## src/alarm_ctrl_pkg.sv

```systemverilog
// Register map, field positions and reset values for the clock alarm block.
// Assumes page zero of the control port register space, 8-bit addresses and data.
package alarm_ctrl_pkg;

    localparam int unsigned ADDR_W = 8;
    localparam int unsigned DATA_W = 8;

    // Register addresses
    localparam logic [7:0] ADDR_INPUT_ALARM_LIVE = 8'h0d;
    localparam logic [7:0] ADDR_LOCK_HOLDOVER_LIVE = 8'h0e;
    localparam logic [7:0] ADDR_CALIBRATION_LIVE = 8'h0f;
    localparam logic [7:0] ADDR_INTERNAL_FAULT_LATCHED = 8'h11;
    localparam logic [7:0] ADDR_INPUT_ALARM_LATCHED = 8'h12;
    localparam logic [7:0] ADDR_LOCK_HOLDOVER_LATCHED = 8'h13;
    localparam logic [7:0] ADDR_CALIBRATION_LATCHED = 8'h14;
    localparam logic [7:0] ADDR_INTERNAL_FAULT_MASK = 8'h17;
    localparam logic [7:0] ADDR_INPUT_ALARM_MASK = 8'h18;
    localparam logic [7:0] ADDR_LOCK_HOLDOVER_MASK = 8'h19;
    localparam logic [7:0] ADDR_CALIBRATION_MASK = 8'h1a;
    localparam logic [7:0] ADDR_SOFT_REINIT_CONTROL = 8'h1c;
    localparam logic [7:0] ADDR_FREQUENCY_STEP_CONTROL = 8'h1d;
    localparam logic [7:0] ADDR_POWER_RESET_ALIGN_CONTROL = 8'h1e;
    localparam logic [7:0] ADDR_SERIAL_WIRING_SELECT = 8'h2b;

    // Field positions
    localparam int unsigned SIGNAL_ABSENT_LSB = 0;
    localparam int unsigned FREQ_DEVIATION_LSB = 4;
    localparam int unsigned MAX_INPUTS = 4;
    localparam int unsigned BIT_DEVICE_CALIBRATING = 1 - 1;
    localparam int unsigned BIT_REFERENCE_ABSENT = 1;
    localparam int unsigned BIT_BUS_TIMEOUT = 5;
    localparam int unsigned BIT_PLL_UNLOCKED = 1;
    localparam int unsigned BIT_FREE_RUNNING = 5;
    localparam int unsigned BIT_CALIBRATION_BUSY = 5;
    localparam int unsigned BIT_SOFT_REINIT = 0;
    localparam int unsigned BIT_FREQ_STEP_UP = 0;
    localparam int unsigned BIT_FREQ_STEP_DOWN = 1;
    localparam int unsigned BIT_LOW_POWER = 0;
    localparam int unsigned BIT_HARD_RESET = 1;
    localparam int unsigned BIT_DIVIDER_ALIGN = 2;
    localparam int unsigned BIT_THREE_WIRE = 3;

    // Implemented bits per register
    localparam logic [7:0] VALID_INTERNAL_FAULT = 8'h23;
    localparam logic [7:0] VALID_INPUT_ALARM = 8'hff;
    localparam logic [7:0] VALID_LOCK_HOLDOVER = 8'h22;
    localparam logic [7:0] VALID_CALIBRATION = 8'h20;

    // Reset values
    localparam logic [7:0] MASK_RESET = 8'h00;
    localparam logic [7:0] FLAG_RESET = 8'h00;
    localparam logic [7:0] READ_ZERO = 8'h00;

endpackage : alarm_ctrl_pkg

```

## src/sticky_flag_bank.sv

```systemverilog
// Bank of sticky flags: set by a live condition, cleared per bit by a host write of zero.
// Assumes live conditions and clear strobes are synchronous to mclk_i.
module sticky_flag_bank #(
    parameter int unsigned WIDTH = 8
) (
    // Clock and reset
    input wire logic mclk_i,
    input wire logic sys_rst_i,
    // Conditions and clears
    input wire logic [WIDTH-1:0] live_i,
    input wire logic [WIDTH-1:0] clear_i,
    // Flags
    output logic [WIDTH-1:0] flags_o
);

    initial begin
        if (WIDTH < 1 || WIDTH > 32) begin
            $error("sticky_flag_bank: WIDTH out of range");
        end
    end

    logic [WIDTH-1:0] flags_r;
    logic [WIDTH-1:0] flags_nxt;

    // A condition present in the clearing cycle keeps the flag set
    assign flags_nxt = (flags_r & ~clear_i) | live_i;

    always_ff @(posedge mclk_i) begin
        if (sys_rst_i) begin
            flags_r <= '0;
        end else begin
            flags_r <= flags_nxt;
        end
    end

    assign flags_o = flags_r;

    property p_set_by_live;
        @(posedge mclk_i) disable iff (sys_rst_i)
        (|live_i) |=> ((flags_r & $past(live_i)) == $past(live_i));
    endproperty
    a_set_by_live: assert property (p_set_by_live) else $error("live condition did not set flag");

    property p_hold_until_clear;
        @(posedge mclk_i) disable iff (sys_rst_i)
        (clear_i == '0) |=> ((flags_r & $past(flags_r)) == $past(flags_r));
    endproperty
    a_hold_until_clear: assert property (p_hold_until_clear) else $error("flag dropped without clear");

    property p_clear_drops;
        @(posedge mclk_i) disable iff (sys_rst_i)
        (|(clear_i & ~live_i)) |=> ((flags_r & $past(clear_i & ~live_i)) == '0);
    endproperty
    a_clear_drops: assert property (p_clear_drops) else $error("cleared flag stayed set");

endmodule : sticky_flag_bank

```

## src/clock_alarm_status_and_control.sv

```systemverilog
// Alarm status, sticky flags, interrupt masks and control bits of the clock device.
// Assumes the serial port engine presents decoded single-cycle register accesses.
// Functional notes
// - Live register bits 3:0 show signal loss.
// - Live register bits 7:4 show frequency deviation.
// - Live alarm bits follow condition, never latch.
// - Lock status bit 1 shows PLL unlocked.
// - Lock status bit 5 shows holdover/free run.
// - Calibration status bit 5 shows calibration busy.
// - Latched internal faults at bits 0,1,5.
// - Latched flag cleared only by writing zero.
// - Latched per-input loss and frequency flags.
// - Latched unlocked bit 1, holdover bit 5.
// - Latched calibration busy flag at bit 5.
// - Fault mask bits 0,1,5 block interrupt.
// - Per-input mask bits block interrupt.
// - Lock mask bits 1,5 block interrupt.
// - Calibration mask bit 5 blocks interrupt.
// - Soft reset bit 0 self-clearing reinit.
// - Step bit 0 rising raises frequency.
// - Step bit 1 rising lowers frequency.
// - Power bit 0 holds low power mode.
// - Hard reset bit 1 held until rewritten.
// - Power bit 2 pulses divider alignment.
// - Wiring bit 3 selects three-wire port.
// - Live internal status bits 0,1,5; they have no readable live register here, they only set the latched flags.
module clock_alarm_status_and_control #(
    parameter int unsigned NUM_INPUTS = 4
) (
    // Clock and reset
    input wire logic mclk_i,
    input wire logic sys_rst_i,
    // Register access from the serial port engine
    input wire logic [alarm_ctrl_pkg::ADDR_W-1:0] reg_addr_i,
    input wire logic reg_wr_i,
    input wire logic reg_rd_i,
    input wire logic [alarm_ctrl_pkg::DATA_W-1:0] reg_wdata_i,
    output logic [alarm_ctrl_pkg::DATA_W-1:0] reg_rdata_o,
    output logic reg_rvalid_o,
    // Live conditions from the monitors
    input wire logic [NUM_INPUTS-1:0] signal_absent_live_i,
    input wire logic [NUM_INPUTS-1:0] freq_deviation_live_i,
    input wire logic pll_unlocked_live_i,
    input wire logic free_running_live_i,
    input wire logic calibration_busy_live_i,
    input wire logic device_calibrating_i,
    input wire logic reference_pins_signal_absent_i,
    input wire logic bus_timeout_i,
    // Interrupt
    output logic interrupt_output_pin_o,
    // Control outputs
    output logic soft_reinit_o,
    output logic freq_step_up_o,
    output logic freq_step_down_o,
    output logic low_power_request_o,
    output logic hard_reset_o,
    output logic divider_align_o,
    output logic serial_three_wire_select_o
);

    initial begin
        if (NUM_INPUTS < 1 || NUM_INPUTS > alarm_ctrl_pkg::MAX_INPUTS) begin
            $error("clock_alarm_status_and_control: NUM_INPUTS out of range");
        end
    end

    typedef logic [alarm_ctrl_pkg::DATA_W-1:0] byte_t;

    // Write strobe to a given register
    function automatic logic wr_hit(input logic [7:0] addr);
        wr_hit = reg_wr_i && (reg_addr_i == addr);
    endfunction : wr_hit

    // Bits that a write of zero clears in a latched register
    function automatic byte_t clear_vec(input logic [7:0] addr, input byte_t valid);
        clear_vec = wr_hit(addr) ? (~reg_wdata_i & valid) : alarm_ctrl_pkg::READ_ZERO;
    endfunction : clear_vec

    // Live views
    byte_t input_live;
    byte_t lock_live;
    byte_t cal_live;
    byte_t fault_live;

    always_comb begin
        input_live = alarm_ctrl_pkg::READ_ZERO;
        for (int n = 0; n < NUM_INPUTS; n++) begin
            input_live[alarm_ctrl_pkg::SIGNAL_ABSENT_LSB + n] = signal_absent_live_i[n];
            input_live[alarm_ctrl_pkg::FREQ_DEVIATION_LSB + n] = freq_deviation_live_i[n];
        end
    end

    always_comb begin
        lock_live = alarm_ctrl_pkg::READ_ZERO;
        lock_live[alarm_ctrl_pkg::BIT_PLL_UNLOCKED] = pll_unlocked_live_i;
        lock_live[alarm_ctrl_pkg::BIT_FREE_RUNNING] = free_running_live_i;
    end

    always_comb begin
        cal_live = alarm_ctrl_pkg::READ_ZERO;
        cal_live[alarm_ctrl_pkg::BIT_CALIBRATION_BUSY] = calibration_busy_live_i;
    end

    always_comb begin
        fault_live = alarm_ctrl_pkg::READ_ZERO;
        fault_live[alarm_ctrl_pkg::BIT_DEVICE_CALIBRATING] = device_calibrating_i;
        fault_live[alarm_ctrl_pkg::BIT_REFERENCE_ABSENT] = reference_pins_signal_absent_i;
        fault_live[alarm_ctrl_pkg::BIT_BUS_TIMEOUT] = bus_timeout_i;
    end

    // Sticky flags
    byte_t fault_flags;
    byte_t input_flags;
    byte_t lock_flags;
    byte_t cal_flags;

    sticky_flag_bank #(.WIDTH(alarm_ctrl_pkg::DATA_W)) u_fault_flags (
        .mclk_i(mclk_i),
        .sys_rst_i(sys_rst_i),
        .live_i(fault_live),
        .clear_i(clear_vec(alarm_ctrl_pkg::ADDR_INTERNAL_FAULT_LATCHED, alarm_ctrl_pkg::VALID_INTERNAL_FAULT)),
        .flags_o(fault_flags)
    );

    sticky_flag_bank #(.WIDTH(alarm_ctrl_pkg::DATA_W)) u_input_flags (
        .mclk_i(mclk_i),
        .sys_rst_i(sys_rst_i),
        .live_i(input_live),
        .clear_i(clear_vec(alarm_ctrl_pkg::ADDR_INPUT_ALARM_LATCHED, alarm_ctrl_pkg::VALID_INPUT_ALARM)),
        .flags_o(input_flags)
    );

    sticky_flag_bank #(.WIDTH(alarm_ctrl_pkg::DATA_W)) u_lock_flags (
        .mclk_i(mclk_i),
        .sys_rst_i(sys_rst_i),
        .live_i(lock_live),
        .clear_i(clear_vec(alarm_ctrl_pkg::ADDR_LOCK_HOLDOVER_LATCHED, alarm_ctrl_pkg::VALID_LOCK_HOLDOVER)),
        .flags_o(lock_flags)
    );

    sticky_flag_bank #(.WIDTH(alarm_ctrl_pkg::DATA_W)) u_cal_flags (
        .mclk_i(mclk_i),
        .sys_rst_i(sys_rst_i),
        .live_i(cal_live),
        .clear_i(clear_vec(alarm_ctrl_pkg::ADDR_CALIBRATION_LATCHED, alarm_ctrl_pkg::VALID_CALIBRATION)),
        .flags_o(cal_flags)
    );

    // Interrupt masks; unimplemented bits are not stored and read as zero
    byte_t fault_mask_r;
    byte_t input_mask_r;
    byte_t lock_mask_r;
    byte_t cal_mask_r;

    always_ff @(posedge mclk_i) begin
        if (sys_rst_i) begin
            fault_mask_r <= alarm_ctrl_pkg::MASK_RESET;
            input_mask_r <= alarm_ctrl_pkg::MASK_RESET;
            lock_mask_r <= alarm_ctrl_pkg::MASK_RESET;
            cal_mask_r <= alarm_ctrl_pkg::MASK_RESET;
        end else begin
            if (wr_hit(alarm_ctrl_pkg::ADDR_INTERNAL_FAULT_MASK)) begin
                fault_mask_r <= reg_wdata_i & alarm_ctrl_pkg::VALID_INTERNAL_FAULT;
            end
            if (wr_hit(alarm_ctrl_pkg::ADDR_INPUT_ALARM_MASK)) begin
                input_mask_r <= reg_wdata_i & alarm_ctrl_pkg::VALID_INPUT_ALARM;
            end
            if (wr_hit(alarm_ctrl_pkg::ADDR_LOCK_HOLDOVER_MASK)) begin
                lock_mask_r <= reg_wdata_i & alarm_ctrl_pkg::VALID_LOCK_HOLDOVER;
            end
            if (wr_hit(alarm_ctrl_pkg::ADDR_CALIBRATION_MASK)) begin
                cal_mask_r <= reg_wdata_i & alarm_ctrl_pkg::VALID_CALIBRATION;
            end
        end
    end

    // Interrupt is registered so the pin never glitches on a mask write
    logic irq_r;
    logic irq_nxt;

    always_comb begin
        irq_nxt = |(fault_flags & ~fault_mask_r & alarm_ctrl_pkg::VALID_INTERNAL_FAULT);
        irq_nxt = irq_nxt | (|(input_flags & ~input_mask_r));
        irq_nxt = irq_nxt | (|(lock_flags & ~lock_mask_r & alarm_ctrl_pkg::VALID_LOCK_HOLDOVER));
        irq_nxt = irq_nxt | (|(cal_flags & ~cal_mask_r & alarm_ctrl_pkg::VALID_CALIBRATION));
    end

    always_ff @(posedge mclk_i) begin
        if (sys_rst_i) begin
            irq_r <= 1'b0;
        end else begin
            irq_r <= irq_nxt;
        end
    end

    assign interrupt_output_pin_o = irq_r;

    // Self-clearing strobes: high for the one cycle after each accepted write of one
    logic soft_reinit_r;
    logic step_up_r;
    logic step_down_r;
    logic divider_align_r;

    always_ff @(posedge mclk_i) begin
        if (sys_rst_i) begin
            soft_reinit_r <= 1'b0;
            step_up_r <= 1'b0;
            step_down_r <= 1'b0;
            divider_align_r <= 1'b0;
        end else begin
            soft_reinit_r <= wr_hit(alarm_ctrl_pkg::ADDR_SOFT_REINIT_CONTROL)
                && reg_wdata_i[alarm_ctrl_pkg::BIT_SOFT_REINIT];
            step_up_r <= wr_hit(alarm_ctrl_pkg::ADDR_FREQUENCY_STEP_CONTROL)
                && reg_wdata_i[alarm_ctrl_pkg::BIT_FREQ_STEP_UP];
            step_down_r <= wr_hit(alarm_ctrl_pkg::ADDR_FREQUENCY_STEP_CONTROL)
                && reg_wdata_i[alarm_ctrl_pkg::BIT_FREQ_STEP_DOWN];
            divider_align_r <= wr_hit(alarm_ctrl_pkg::ADDR_POWER_RESET_ALIGN_CONTROL)
                && reg_wdata_i[alarm_ctrl_pkg::BIT_DIVIDER_ALIGN];
        end
    end

    // Level controls; hard reset spares this block so the host can clear it
    logic low_power_r;
    logic hard_reset_r;
    logic three_wire_r;

    always_ff @(posedge mclk_i) begin
        if (sys_rst_i) begin
            low_power_r <= 1'b0;
            hard_reset_r <= 1'b0;
        end else if (wr_hit(alarm_ctrl_pkg::ADDR_POWER_RESET_ALIGN_CONTROL)) begin
            low_power_r <= reg_wdata_i[alarm_ctrl_pkg::BIT_LOW_POWER];
            hard_reset_r <= reg_wdata_i[alarm_ctrl_pkg::BIT_HARD_RESET];
        end
    end

    always_ff @(posedge mclk_i) begin
        if (sys_rst_i) begin
            three_wire_r <= 1'b0;
        end else if (wr_hit(alarm_ctrl_pkg::ADDR_SERIAL_WIRING_SELECT)) begin
            three_wire_r <= reg_wdata_i[alarm_ctrl_pkg::BIT_THREE_WIRE];
        end
    end

    assign soft_reinit_o = soft_reinit_r;
    assign freq_step_up_o = step_up_r;
    assign freq_step_down_o = step_down_r;
    assign divider_align_o = divider_align_r;
    assign low_power_request_o = low_power_r;
    assign hard_reset_o = hard_reset_r;
    assign serial_three_wire_select_o = three_wire_r;

    // Read path; strobe bits always read back as zero
    byte_t rdata_nxt;
    byte_t rdata_r;
    logic rvalid_r;

    always_comb begin
        rdata_nxt = alarm_ctrl_pkg::READ_ZERO;
        unique case (reg_addr_i)
            alarm_ctrl_pkg::ADDR_INPUT_ALARM_LIVE: rdata_nxt = input_live;
            alarm_ctrl_pkg::ADDR_LOCK_HOLDOVER_LIVE: rdata_nxt = lock_live;
            alarm_ctrl_pkg::ADDR_CALIBRATION_LIVE: rdata_nxt = cal_live;
            alarm_ctrl_pkg::ADDR_INTERNAL_FAULT_LATCHED: rdata_nxt = fault_flags;
            alarm_ctrl_pkg::ADDR_INPUT_ALARM_LATCHED: rdata_nxt = input_flags;
            alarm_ctrl_pkg::ADDR_LOCK_HOLDOVER_LATCHED: rdata_nxt = lock_flags;
            alarm_ctrl_pkg::ADDR_CALIBRATION_LATCHED: rdata_nxt = cal_flags;
            alarm_ctrl_pkg::ADDR_INTERNAL_FAULT_MASK: rdata_nxt = fault_mask_r;
            alarm_ctrl_pkg::ADDR_INPUT_ALARM_MASK: rdata_nxt = input_mask_r;
            alarm_ctrl_pkg::ADDR_LOCK_HOLDOVER_MASK: rdata_nxt = lock_mask_r;
            alarm_ctrl_pkg::ADDR_CALIBRATION_MASK: rdata_nxt = cal_mask_r;
            alarm_ctrl_pkg::ADDR_POWER_RESET_ALIGN_CONTROL: begin
                rdata_nxt[alarm_ctrl_pkg::BIT_LOW_POWER] = low_power_r;
                rdata_nxt[alarm_ctrl_pkg::BIT_HARD_RESET] = hard_reset_r;
            end
            alarm_ctrl_pkg::ADDR_SERIAL_WIRING_SELECT: begin
                rdata_nxt[alarm_ctrl_pkg::BIT_THREE_WIRE] = three_wire_r;
            end
            default: rdata_nxt = alarm_ctrl_pkg::READ_ZERO;
        endcase
    end

    always_ff @(posedge mclk_i) begin
        if (sys_rst_i) begin
            rdata_r <= alarm_ctrl_pkg::READ_ZERO;
            rvalid_r <= 1'b0;
        end else begin
            rvalid_r <= reg_rd_i;
            if (reg_rd_i) begin
                rdata_r <= rdata_nxt;
            end
        end
    end

    assign reg_rdata_o = rdata_r;
    assign reg_rvalid_o = rvalid_r;

    // Checks
    logic rd_input_live;
    logic rd_lock_live;
    assign rd_input_live = reg_rd_i && (reg_addr_i == alarm_ctrl_pkg::ADDR_INPUT_ALARM_LIVE);
    assign rd_lock_live = reg_rd_i && (reg_addr_i == alarm_ctrl_pkg::ADDR_LOCK_HOLDOVER_LIVE);

    property p_los_live_read;
        @(posedge mclk_i) disable iff (sys_rst_i)
        rd_input_live |=> reg_rvalid_o && (reg_rdata_o[NUM_INPUTS-1:0] == $past(signal_absent_live_i));
    endproperty
    a_los_live_read: assert property (p_los_live_read) else $error("signal loss live bits wrong");

    property p_oof_live_read;
        @(posedge mclk_i) disable iff (sys_rst_i)
        rd_input_live |=> (reg_rdata_o[alarm_ctrl_pkg::FREQ_DEVIATION_LSB] == $past(freq_deviation_live_i[0]));
    endproperty
    a_oof_live_read: assert property (p_oof_live_read) else $error("frequency live bit wrong");

    property p_live_not_latched;
        @(posedge mclk_i) disable iff (sys_rst_i)
        (rd_input_live && signal_absent_live_i == '0 && freq_deviation_live_i == '0)
            |=> (reg_rdata_o == alarm_ctrl_pkg::READ_ZERO);
    endproperty
    a_live_not_latched: assert property (p_live_not_latched) else $error("live alarm read stale");

    property p_lock_live_read;
        @(posedge mclk_i) disable iff (sys_rst_i)
        rd_lock_live |=> (reg_rdata_o[alarm_ctrl_pkg::BIT_PLL_UNLOCKED] == $past(pll_unlocked_live_i))
            && (reg_rdata_o[alarm_ctrl_pkg::BIT_FREE_RUNNING] == $past(free_running_live_i));
    endproperty
    a_lock_live_read: assert property (p_lock_live_read) else $error("lock live bits wrong");

    property p_soft_reinit_pulse;
        @(posedge mclk_i) disable iff (sys_rst_i)
        (wr_hit(alarm_ctrl_pkg::ADDR_SOFT_REINIT_CONTROL) && reg_wdata_i[alarm_ctrl_pkg::BIT_SOFT_REINIT])
            |=> soft_reinit_o ##1 !soft_reinit_o || $past(reg_wr_i);
    endproperty
    a_soft_reinit_pulse: assert property (p_soft_reinit_pulse) else $error("reinit not a pulse");

    property p_step_exclusive_cause;
        @(posedge mclk_i) disable iff (sys_rst_i)
        (freq_step_up_o || freq_step_down_o)
            |-> $past(reg_wr_i) && ($past(reg_addr_i) == alarm_ctrl_pkg::ADDR_FREQUENCY_STEP_CONTROL);
    endproperty
    a_step_exclusive_cause: assert property (p_step_exclusive_cause) else $error("step without write");

    property p_step_down;
        @(posedge mclk_i) disable iff (sys_rst_i)
        (wr_hit(alarm_ctrl_pkg::ADDR_FREQUENCY_STEP_CONTROL) && !reg_wdata_i[alarm_ctrl_pkg::BIT_FREQ_STEP_DOWN])
            |=> !freq_step_down_o;
    endproperty
    a_step_down: assert property (p_step_down) else $error("step down on zero write");

    property p_hard_reset_holds;
        @(posedge mclk_i) disable iff (sys_rst_i)
        (hard_reset_o && !wr_hit(alarm_ctrl_pkg::ADDR_POWER_RESET_ALIGN_CONTROL)) |=> hard_reset_o;
    endproperty
    a_hard_reset_holds: assert property (p_hard_reset_holds) else $error("hard reset cleared itself");

    property p_low_power;
        @(posedge mclk_i) disable iff (sys_rst_i)
        wr_hit(alarm_ctrl_pkg::ADDR_POWER_RESET_ALIGN_CONTROL)
            |=> (low_power_request_o == $past(reg_wdata_i[alarm_ctrl_pkg::BIT_LOW_POWER]));
    endproperty
    a_low_power: assert property (p_low_power) else $error("low power bit not taken");

    property p_irq_follows;
        @(posedge mclk_i) disable iff (sys_rst_i)
        (|(input_flags & ~input_mask_r)) |=> interrupt_output_pin_o;
    endproperty
    a_irq_follows: assert property (p_irq_follows) else $error("unmasked flag gave no interrupt");

    c_irq_raised: cover property (@(posedge mclk_i) disable iff (sys_rst_i) $rose(interrupt_output_pin_o));
    c_irq_cleared: cover property (@(posedge mclk_i) disable iff (sys_rst_i) $fell(interrupt_output_pin_o));
    c_step_up: cover property (@(posedge mclk_i) disable iff (sys_rst_i) freq_step_up_o);
    c_hard_reset: cover property (@(posedge mclk_i) disable iff (sys_rst_i) $fell(hard_reset_o));

endmodule : clock_alarm_status_and_control

```

## config.mk

```make
export PLATFORM = sky130hd
export DESIGN_NAME = clock_alarm_status_and_control
export DESIGN_NICKNAME = d
export VERILOG_FILES = /design/src/alarm_ctrl_pkg.sv /design/src/sticky_flag_bank.sv /design/src/clock_alarm_status_and_control.sv
export SDC_FILE = /design/constraint.sdc
export NUM_CORES = 1
export LEC_CHECK = 0
export ABC_AREA = 1
export BUFFER_PORTS_ARGS = -buffer_cell sky130_fd_sc_hd__buf_2
export CORE_UTILIZATION = 60
export DETAILED_ROUTE_END_ITERATION = 8
export PLACE_DENSITY = 0.94
export RECOVER_POWER = 50
export SLEW_MARGIN = 20
export SYNTH_ARGS = -nofsm -noshare
export SYNTH_HDL_FRONTEND = slang
export SYNTH_HIERARCHICAL = 1
export SYNTH_SLANG_ARGS = --single-unit
```

## constraint.sdc

```tcl
create_clock -name mclk_i -period 2.3 [get_ports mclk_i]
set_input_delay 0.115 -clock mclk_i [delete_from_list [all_inputs] [get_ports mclk_i]]
set_output_delay 0.115 -clock mclk_i [all_outputs]
set_load 0.03 [all_outputs]
```

== Yosys cells after proc, flatten, opt, wreduce, memory -nomap -nowiden ==
Cells that the tools add are included.
W data, S select, Z words.

* Register bits after elaboration: 63
* Bits of input ports: 34
* Output and inout port bits: 17
* Word-level logic and storage cells: 84

* Equality and inequality tests: 15
* Mux-type cells: 8
* Bitwise gates (word level): 24
* Reduce and logical (&&, ||, !) cells: 19

{| class="wikitable"
|+ Operator list
! cell !! count
|-
| $eq A8 B5 Y1 const B || 11
|-
| $pmux W4 S11 || 1
|-
| $and A8 B8 Y8 || 5
|-
| $eq A8 B4 Y1 const B || 3
|-
| $not A6 Y8 || 3
|-
| $not A8 Y8 || 3
|-
| $or A8 B6 Y8 || 3
|-
| $pmux W2 S10 || 1
|-
| $and A6 B6 Y6 || 3
|-
| $mux W6 || 3
|-
| $not A6 Y6 || 3
|-
| $logic_and A1 B1 Y1 || 16
|-
| $eq A8 B6 Y1 const B || 1
|-
| $mux W8 || 1
|-
| $or A8 B8 Y8 || 1
|-
| $reduce_or A8 Y1 || 1
|-
| $pmux W1 S7 || 1
|-
| $pmux W1 S6 || 1
|-
| $or A1 B1 Y1 || 3
|-
| $reduce_or A3 Y1 || 1
|-
| $reduce_or A2 Y1 || 1
|}

== Logic depth before layout (Yosys ltp) ==
Gate-level depths: netlist of run 1.

* Depth in word-level cells: 6
* Depth in mapped cells: 11
* Gate-level depth less buffers: 11

== Modules after synthesis ==
Netlist of run 1, hierarchy kept.

{| class="wikitable"
|+ Modules (own cells, without submodules)
! module !! instances !! cells each !! area each (sq um) !! sequential area each (sq um)
|-
| clock_alarm_status_and_control || 1 || 331 || 2040.7 || 620.6
|-
| sticky_flag_bank || 4 || 41 || 331.6 || 160.2
|}

== Least setup slack after synthesis of run 1 ==
Ideal clock, no wire load.

* Kind: input-to-reg
* From: in reg_addr_i[7] (netlist bit)
* To: reg input_mask_r[6]
* Data arrival time: 0.963 ns
* Required time: 2.181 ns
* Path slack: 1.217 ns
* Cell stages on the path: 7
* Cells stage by stage: nor2_1 nand3_1 nor2_4 nand2_2 buf_6 o21ai_0 a21oi_1

* Word-level cells in the longest chain between the ends: 2

{| class="wikitable"
|+ RTL lines
! what !! line !! text
|-
| from (decl) || clock_alarm_status_and_control.sv:34 || <nowiki>input wire logic [alarm_ctrl_pkg::ADDR_W-1:0] reg_addr_i,</nowiki>
|-
| $eq A8 B5 Y1 || clock_alarm_status_and_control.sv:71 || <nowiki>wr_hit = reg_wr_i && (reg_addr_i == addr);</nowiki>
|-
| $logic_and A1 B1 Y1 || clock_alarm_status_and_control.sv:71 ||
|-
| to (signal assigned) || clock_alarm_status_and_control.sv:158 || <nowiki>input_mask_r <= alarm_ctrl_pkg::MASK_RESET;</nowiki>
|-
| to (signal assigned) || clock_alarm_status_and_control.sv:166 || <nowiki>input_mask_r <= reg_wdata_i & alarm_ctrl_pkg::VALID_INPUT_ALARM;</nowiki>
|-
| to (decl) || clock_alarm_status_and_control.sv:151 || <nowiki>byte_t input_mask_r;</nowiki>
|}

No other way between the ends.
A chain may end at the register's enable or synchronous reset.

== Final worst setup path of run 1 ==
* From: in reg_addr_i[7] (netlist bit)
* To: reg u_input_flags.flags_r[4], in the netlist u_input_flags/flags_o[4]

* Word-level cells in the longest chain between the ends: 6

{| class="wikitable"
|+ RTL lines
! what !! line !! text
|-
| $eq A8 B5 Y1 || clock_alarm_status_and_control.sv:71 ||
|-
| $logic_and A1 B1 Y1 || clock_alarm_status_and_control.sv:71 ||
|-
| $mux W8 || clock_alarm_status_and_control.sv:76 || <nowiki>clear_vec = wr_hit(addr) ? (~reg_wdata_i & valid) : alarm_ctrl_pkg::READ_ZERO;</nowiki>
|-
| $not A8 Y8 || sticky_flag_bank.sv:26 || <nowiki>assign flags_nxt = (flags_r & ~clear_i) | live_i;</nowiki>
|-
| $and A8 B8 Y8 || sticky_flag_bank.sv:26 ||
|-
| $or A8 B8 Y8 || sticky_flag_bank.sv:26 ||
|-
| to (signal assigned) || sticky_flag_bank.sv:32 || <nowiki>flags_r <= flags_nxt;</nowiki>
|-
| to (decl) || sticky_flag_bank.sv:22 || <nowiki>logic [WIDTH-1:0] flags_r;</nowiki>
|}

No other way between the ends.

==> impl_metrics.toml, run 1 <==
[timing]
skew_ns = 0.00846
drv_slew = 0
setup_viol = 0
finalHoldViolCount = 0
period_minus_slack_ns = 1.42
finalSetupTns_ns = 0
fin_ws_ns = 0.883
relSlewSlack_pct = 21.8
rsz0062_at_grt = "no"
fin_crit_sh_pct = 61.6
fmax_mhz = 706
hold_ws_ns = 0.00604
tightest_slew_ns = 1.17

[clock_tree]
clk_pin_slew_ns = 0.07
ctsResizeCount = 0
clock_tree.buffer_depth = 2
post_cts_buffers = 0
ctsRootBufferMaster = "clkbuf_8"
clock_latency_ns = 0.35
ctsHtreeMaxLevel = 3
numCtsBuffers = 9
postCtsHoldBufs = 0
cts_sinks = 63
cts_tree = "done"

[worst_setup_path]
path_cells = "buf_2 > nor2_1 > nand2_2 > nor2_2 > nand2_1 > nor2_1 > inv_1 > nand2_1 > a21oi_2"
critPathRequiredTime_ns = 2.49
crit_type = "in -> reg"
cp_data_arrival_time_ns = 1.61
cp_max_fo = 6
cpPeakStageDelay_ns = 0.34
start_kind = "input pin"
critPathSlowestCell = "nor2_2"
cp-end-kind = "flip-flop"

[run]
cap_violations = 0

[place]
dp_slack_ns = 0.589
place.port_buffers = 50
place_inst = 641
dp_hpwl_um = 6640
gp_congestion = 1.02

[floorplanning]
dieArea_um2 = 5920
row_count = 26
coreArea_um2 = 5270
fp.dieH_um = 76.9
die_w_um = 76.9
io_pins = 51
start_util_pct = 63.9

[synth]
ys_top_cells_by_area = "dfxtp_1 37%, nand2_1 12%, inv_1 11%"
async_flop_share_pct = 0
yosysMostFrequentCell = "nand2_1"
yosys.area.top_type_share_pct = 37.5
netlist_instances = 495
synthDistinctLibCells = 29
synth.avg_cell_area_um2 = 6.80
synth_edf_count = 0
synth_common_cells = "108 x nand2_1, 100 x inv_1, 63 x dfxtp_1"
yosys.area.top_type = "dfxtp_1"
syn-cell-area_um2 = 3370
yosys_warnings = 6
ys_ff_latch = 63
synth-seq-area-share_pct = 37.5
ys.flop_type = "dfxtp_1"

[grt]
overflow = 0
grt_usage_pct = 33.4
grt_start_max_net_pins = 47
grt_pass1_vias = 3271
grt_pass1_wl_um = 15200
antenna_found_initial = 0

[route]
wl_um = 9180
firstDrtPassIters = 5
drt_iter0_markers = 395
ant_nets = 0
routedWlPerCell_um = 14.0
drc = 0
via_count = 3364
avgViaCountPerCell = 5.13

[power_and_ir_drop]
p_leak_nw = 1.65
p_per_area_nw_per_um2 = 623
peakVddDrop_mv = 0.630
power.total_w = 0.00240

[layout]
diodes = 0
num-nets-final = 616
fillerInstances = 475
fin_cells = 656
syn_to_final_growth_pct = 14.4
drive_above_1_share_pct = 15.9

[min_path]
holdCritPathClass = "in -> reg"

[outcome]
status = "completed"
registers in the layout (all words and copies together), names as in the netlist:
name and flops:
input_mask_r 8, reg_rdata_o 8, u_cal_flags/flags_o 8, u_fault_flags/flags_o 8
u_input_flags/flags_o 8, u_lock_flags/flags_o 8, fault_mask_r 3, lock_mask_r 2
cal_mask_r 1, divider_align_o 1, freq_step_down_o 1, freq_step_up_o 1
hard_reset_o 1, interrupt_output_pin_o 1, low_power_request_o 1, reg_rvalid_o 1
serial_three_wire_select_o 1, soft_reinit_o 1
cell usage in the layout (no fill, tap or decap):
cell type,count
buf_2,35
nor2_1,49
o21ai_0,17
a221oi_1,3
a221oi_2,1
clkinvlp_4,1
inv_2,4
nand3_1,45
o21ai_1,3
o22ai_1,2
nor4_1,2
a31oi_1,1
bufinv_16,1
clkbuf_8,11
nor2_4,7
a21oi_1,36
nand2_2,9
dfxtp_1,63
clkbuf_2,1
nor3_1,7
conb_1,36
o211ai_1,1
inv_1,100
clkbuf_1,16
nand4_1,1
a211oi_1,1
clkinv_2,1
nor2_2,7
a21oi_2,15
nand2_1,109
and3_1,1
per-layer routing:
metal	vias up	global-route usage, %	part of all wire, %
met4	0	21.0	4.4
met2	174	55.0	46
li1	1675	-	-
met1	1477	39.4	41
met3	38	7.26	8.9
met5	-	0	0
area by class of cell:
class | count | area (um^2) | area share (%)
Clock buffer | 12 | 155 | 4.03
Clock inverter | 3 | 42.5 | 1.10
Inverter | 104 | 390 | 10.1
Multi-Input combinational cell | 353 | 1680 | 43.6
Sequential cell | 63 | 1260 | 32.7
Tap cell | 70 | 87.6 | 2.27
Timing Repair Buffer | 51 | 236 | 6.14
per-stage QoR:
step                cell area (um^2)  utilization, %
global route                    3850            73.1
detailed placement              3750            71.2
finish                          3850            73.1
global placement                3750            71.2
CTS                             3950            74.9
floorplan                       3500               -
critical path: cells and delay by family:
| kind | cells | cell delay (ns) |
|---|---|---|
| and+or+nand+nor | 6 | 1.26 |
| buffers and inverters | 2 | 0.17 |
| AOI/OAI and AO/OA | 1 | 0.06 |
where the power goes:
part           total, W  switching (W)  leakage [nW]  internal, W
registers       0.00116      0.0000293         0.519      0.00113
clock network  0.000990       0.000438        0.0985     0.000552
logic          0.000247       0.000169          1.03    0.0000778
final timing paths:
kind                                                      from                        to  slack [ns]  depth (start not counted)
worst max register to register                   cal_mask_r[5]    interrupt_output_pin_o        1.17                          5
worst max-delay path                             reg_addr_i[7]  u_input_flags/flags_o[4]        0.88                          9
worst min-delay path            reference_pins_signal_absent_i  u_fault_flags/flags_o[1]       0.006                          3
worst min register to register          u_cal_flags/flags_o[1]    u_cal_flags/flags_o[1]        0.47                          2
cell families (layout without fill, tap and decap cells):
kind of cell | Yosys count | in the layout | share of synthesized area, %
other | 1 | 36 | 0.111
buffers and inverters | 114 | 170 | 14.4
AO/OA/AOI/OAI | 80 | 80 | 16.4
flip-flops | 63 | 63 | 37.5
AND/OR/NAND/NOR | 237 | 237 | 31.7
Note: power is estimated with default switching activity, not from simulation.
==> run 2, diff against run 1 <==
--- a/config.mk
+++ b/config.mk
@@ -7,9 +7,9 @@
 export LEC_CHECK = 0
 export ABC_AREA = 1
 export BUFFER_PORTS_ARGS = -buffer_cell sky130_fd_sc_hd__buf_2
-export CORE_UTILIZATION = 60
+export CORE_UTILIZATION = 58
 export DETAILED_ROUTE_END_ITERATION = 8
-export PLACE_DENSITY = 0.94
+export PLACE_DENSITY = 0.92
 export RECOVER_POWER = 50
 export SLEW_MARGIN = 20
 export SYNTH_ARGS = -nofsm -noshare
==> constraint.sdc (replaced) <==
create_clock -name mclk_i -period 1.35 [get_ports mclk_i]
set_input_delay 0.0675 -clock mclk_i [delete_from_list [all_inputs] [get_ports mclk_i]]
set_output_delay 0.0675 -clock mclk_i [all_outputs]
set_load 0.03 [all_outputs]
==> run 2 against run 1 <==
  * Core utilization up 3.3 points
  * Non-clock buffer count up 38
  * First-iteration DRC count down 16%
  * Clock skew down 0.0012 ns
  * Combinational power up 100%
  * Sequential share of layout area down 2.9 points
  * Cell count up 6.3%
  * Final area up 9.8%
  * Critical path type is now reg -> reg
  * Largest cell class unchanged
==> impl_metrics.toml, run 2 (synthesis results as in run 1) <==
[worst_setup_path]
crit_type = "reg -> reg"
cp-end-kind = "flip-flop"
cp_max_fo = 2
cp_data_arrival_time_ns = 1.40
start_kind = "flip-flop"
critPathRequiredTime_ns = 1.55
reg2regPathDepth = 3

[timing]
tightest_slew_ns = 0.662
setup_viol = 0
relSlewSlack_pct = 55.9
finalHoldViolCount = 0
fin_crit_sh_pct = 88.8
period_minus_slack_ns = 1.20
hold_ws_ns = 0.0312
rsz0062_at_grt = "no"
fmax_mhz = 834
drv_slew = 0
finalSetupTns_ns = 0
fin_ws_ns = 0.151
skew_ns = 0.00727

[min_path]
hold_depth = 3
holdCritPathClass = "in -> reg"

[clock_tree]
cts_sinks = 63
clk_pin_slew_ns = 0.07
ctsHtreeMaxLevel = 3
clock_latency_ns = 0.35
clock_tree.buffer_depth = 2
ctsRootBufferMaster = "clkbuf_8"
cts_tree = "done"
ctsResizeCount = 0
numCtsBuffers = 9
post_cts_buffers = 0

[grt]
overflow = 0
antenna_found_initial = 0
grt_pass1_vias = 3611
grt_start_max_net_pins = 47
grt_pass1_wl_um = 16500
grt_usage_pct = 35.7

[floorplanning]
coreArea_um2 = 5540
dieArea_um2 = 6110
row_count = 27
die_w_um = 78.2
start_util_pct = 60.8
io_pins = 51
fp.dieH_um = 78.2

[layout]
syn_to_final_growth_pct = 25.6
drive_above_1_share_pct = 19.0
diodes = 0
num-nets-final = 654
final_common_cell = "nand2_1"
final_cell_area_um2 = 4230
final_cell_mix = "109 x nand2_1, 100 x inv_1, 63 x dfxtp_1, 50 x nor2_1, 45 x nand3_1"

[route]
wl_um = 9870
ant_nets = 0
via_count = 3578
drc = 0
avgViaCountPerCell = 5.13
routedWlPerCell_um = 14.2
firstDrtPassIters = 7
drt_iter0_markers = 330

[run]
cap_violations = 0

[power_and_ir_drop]
p_per_area_nw_per_um2 = 1060
p_leak_nw = 1.86
peakVddDrop_mv = 0.835

[outcome]
status = "completed"

[place]
dp_hpwl_um = 6820
place.port_buffers = 50
dp_slack_ns = -0.0489
place_area_um2 = 3930
gp_congestion = 0.976
==> run 2: cell count changes in the layout (fill, tap and decap cells not counted), sizes merged <==
cell,delta
buf,+24
bufinv,+2
clkbuf,-3
dlygate4sd3,+16
==> run 2: worst paths after layout <==
path / slack (ns) / end / startpoint
hold / removal: 0.03 / input_mask_r[7] / reg_wdata_i[7]
hold reg to reg: 0.47 / u_cal_flags/flags_o[2] / u_cal_flags/flags_o[2]
setup reg to reg: 0.15 / interrupt_output_pin_o / input_mask_r[1]
setup / recovery: 0.15 / interrupt_output_pin_o / input_mask_r[1]
==> run 2: final cells by class <==
class / instances / area, um^2
Tap cell: 72 / 90.1
Clock inverter: 5 / 106
Clock buffer: 11 / 131
Inverter: 104 / 390
Fill cell: 426 / 1310
Sequential cell: 63 / 1260
Timing Repair Buffer: 89 / 567
Multi-Input combinational cell: 353 / 1680
==> run 2: timing repair <==
item / CTS / global route
hold endpoints to repair: 16 / 0
endpoints found under the setup margin: 0 / 0
hold buffers: 16 / 0
==> run 2: through the flow <==
stage	power (W)	cells	utilization [%]
floorplan	0.00231	530	-
global placement	0.00247	665	70.9
detailed placement	0.00248	665	70.9
CTS	0.00447	697	78.1
global route	0.00461	697	76.4
finish	0.00447	697	76.4
==> run 2: layer usage <==
metal / vias up / track usage [%] / wire length (um)
met4: 0 / 24.6 / 631
met2: 221 / 57.7 / 4520
li1: 1749 / - / -
met1: 1548 / 40.0 / 3770
met5: - / 0 / 0
met3: 60 / 10.9 / 944
==> run 2: worst max-delay path, cell delays in order (launching register included) <==
cell	delay, ns
dfxtp_1	0.37
inv_1	0.10
a221oi_1	0.43
a31oi_1	0.15
==> run 2: power breakdown <==
group          internal (W)  switching (W)  total (W)
registers           0.00193      0.0000507    0.00198
logic              0.000188       0.000306   0.000495
clock network       0.00123       0.000766    0.00200
total               0.00335        0.00112    0.00447
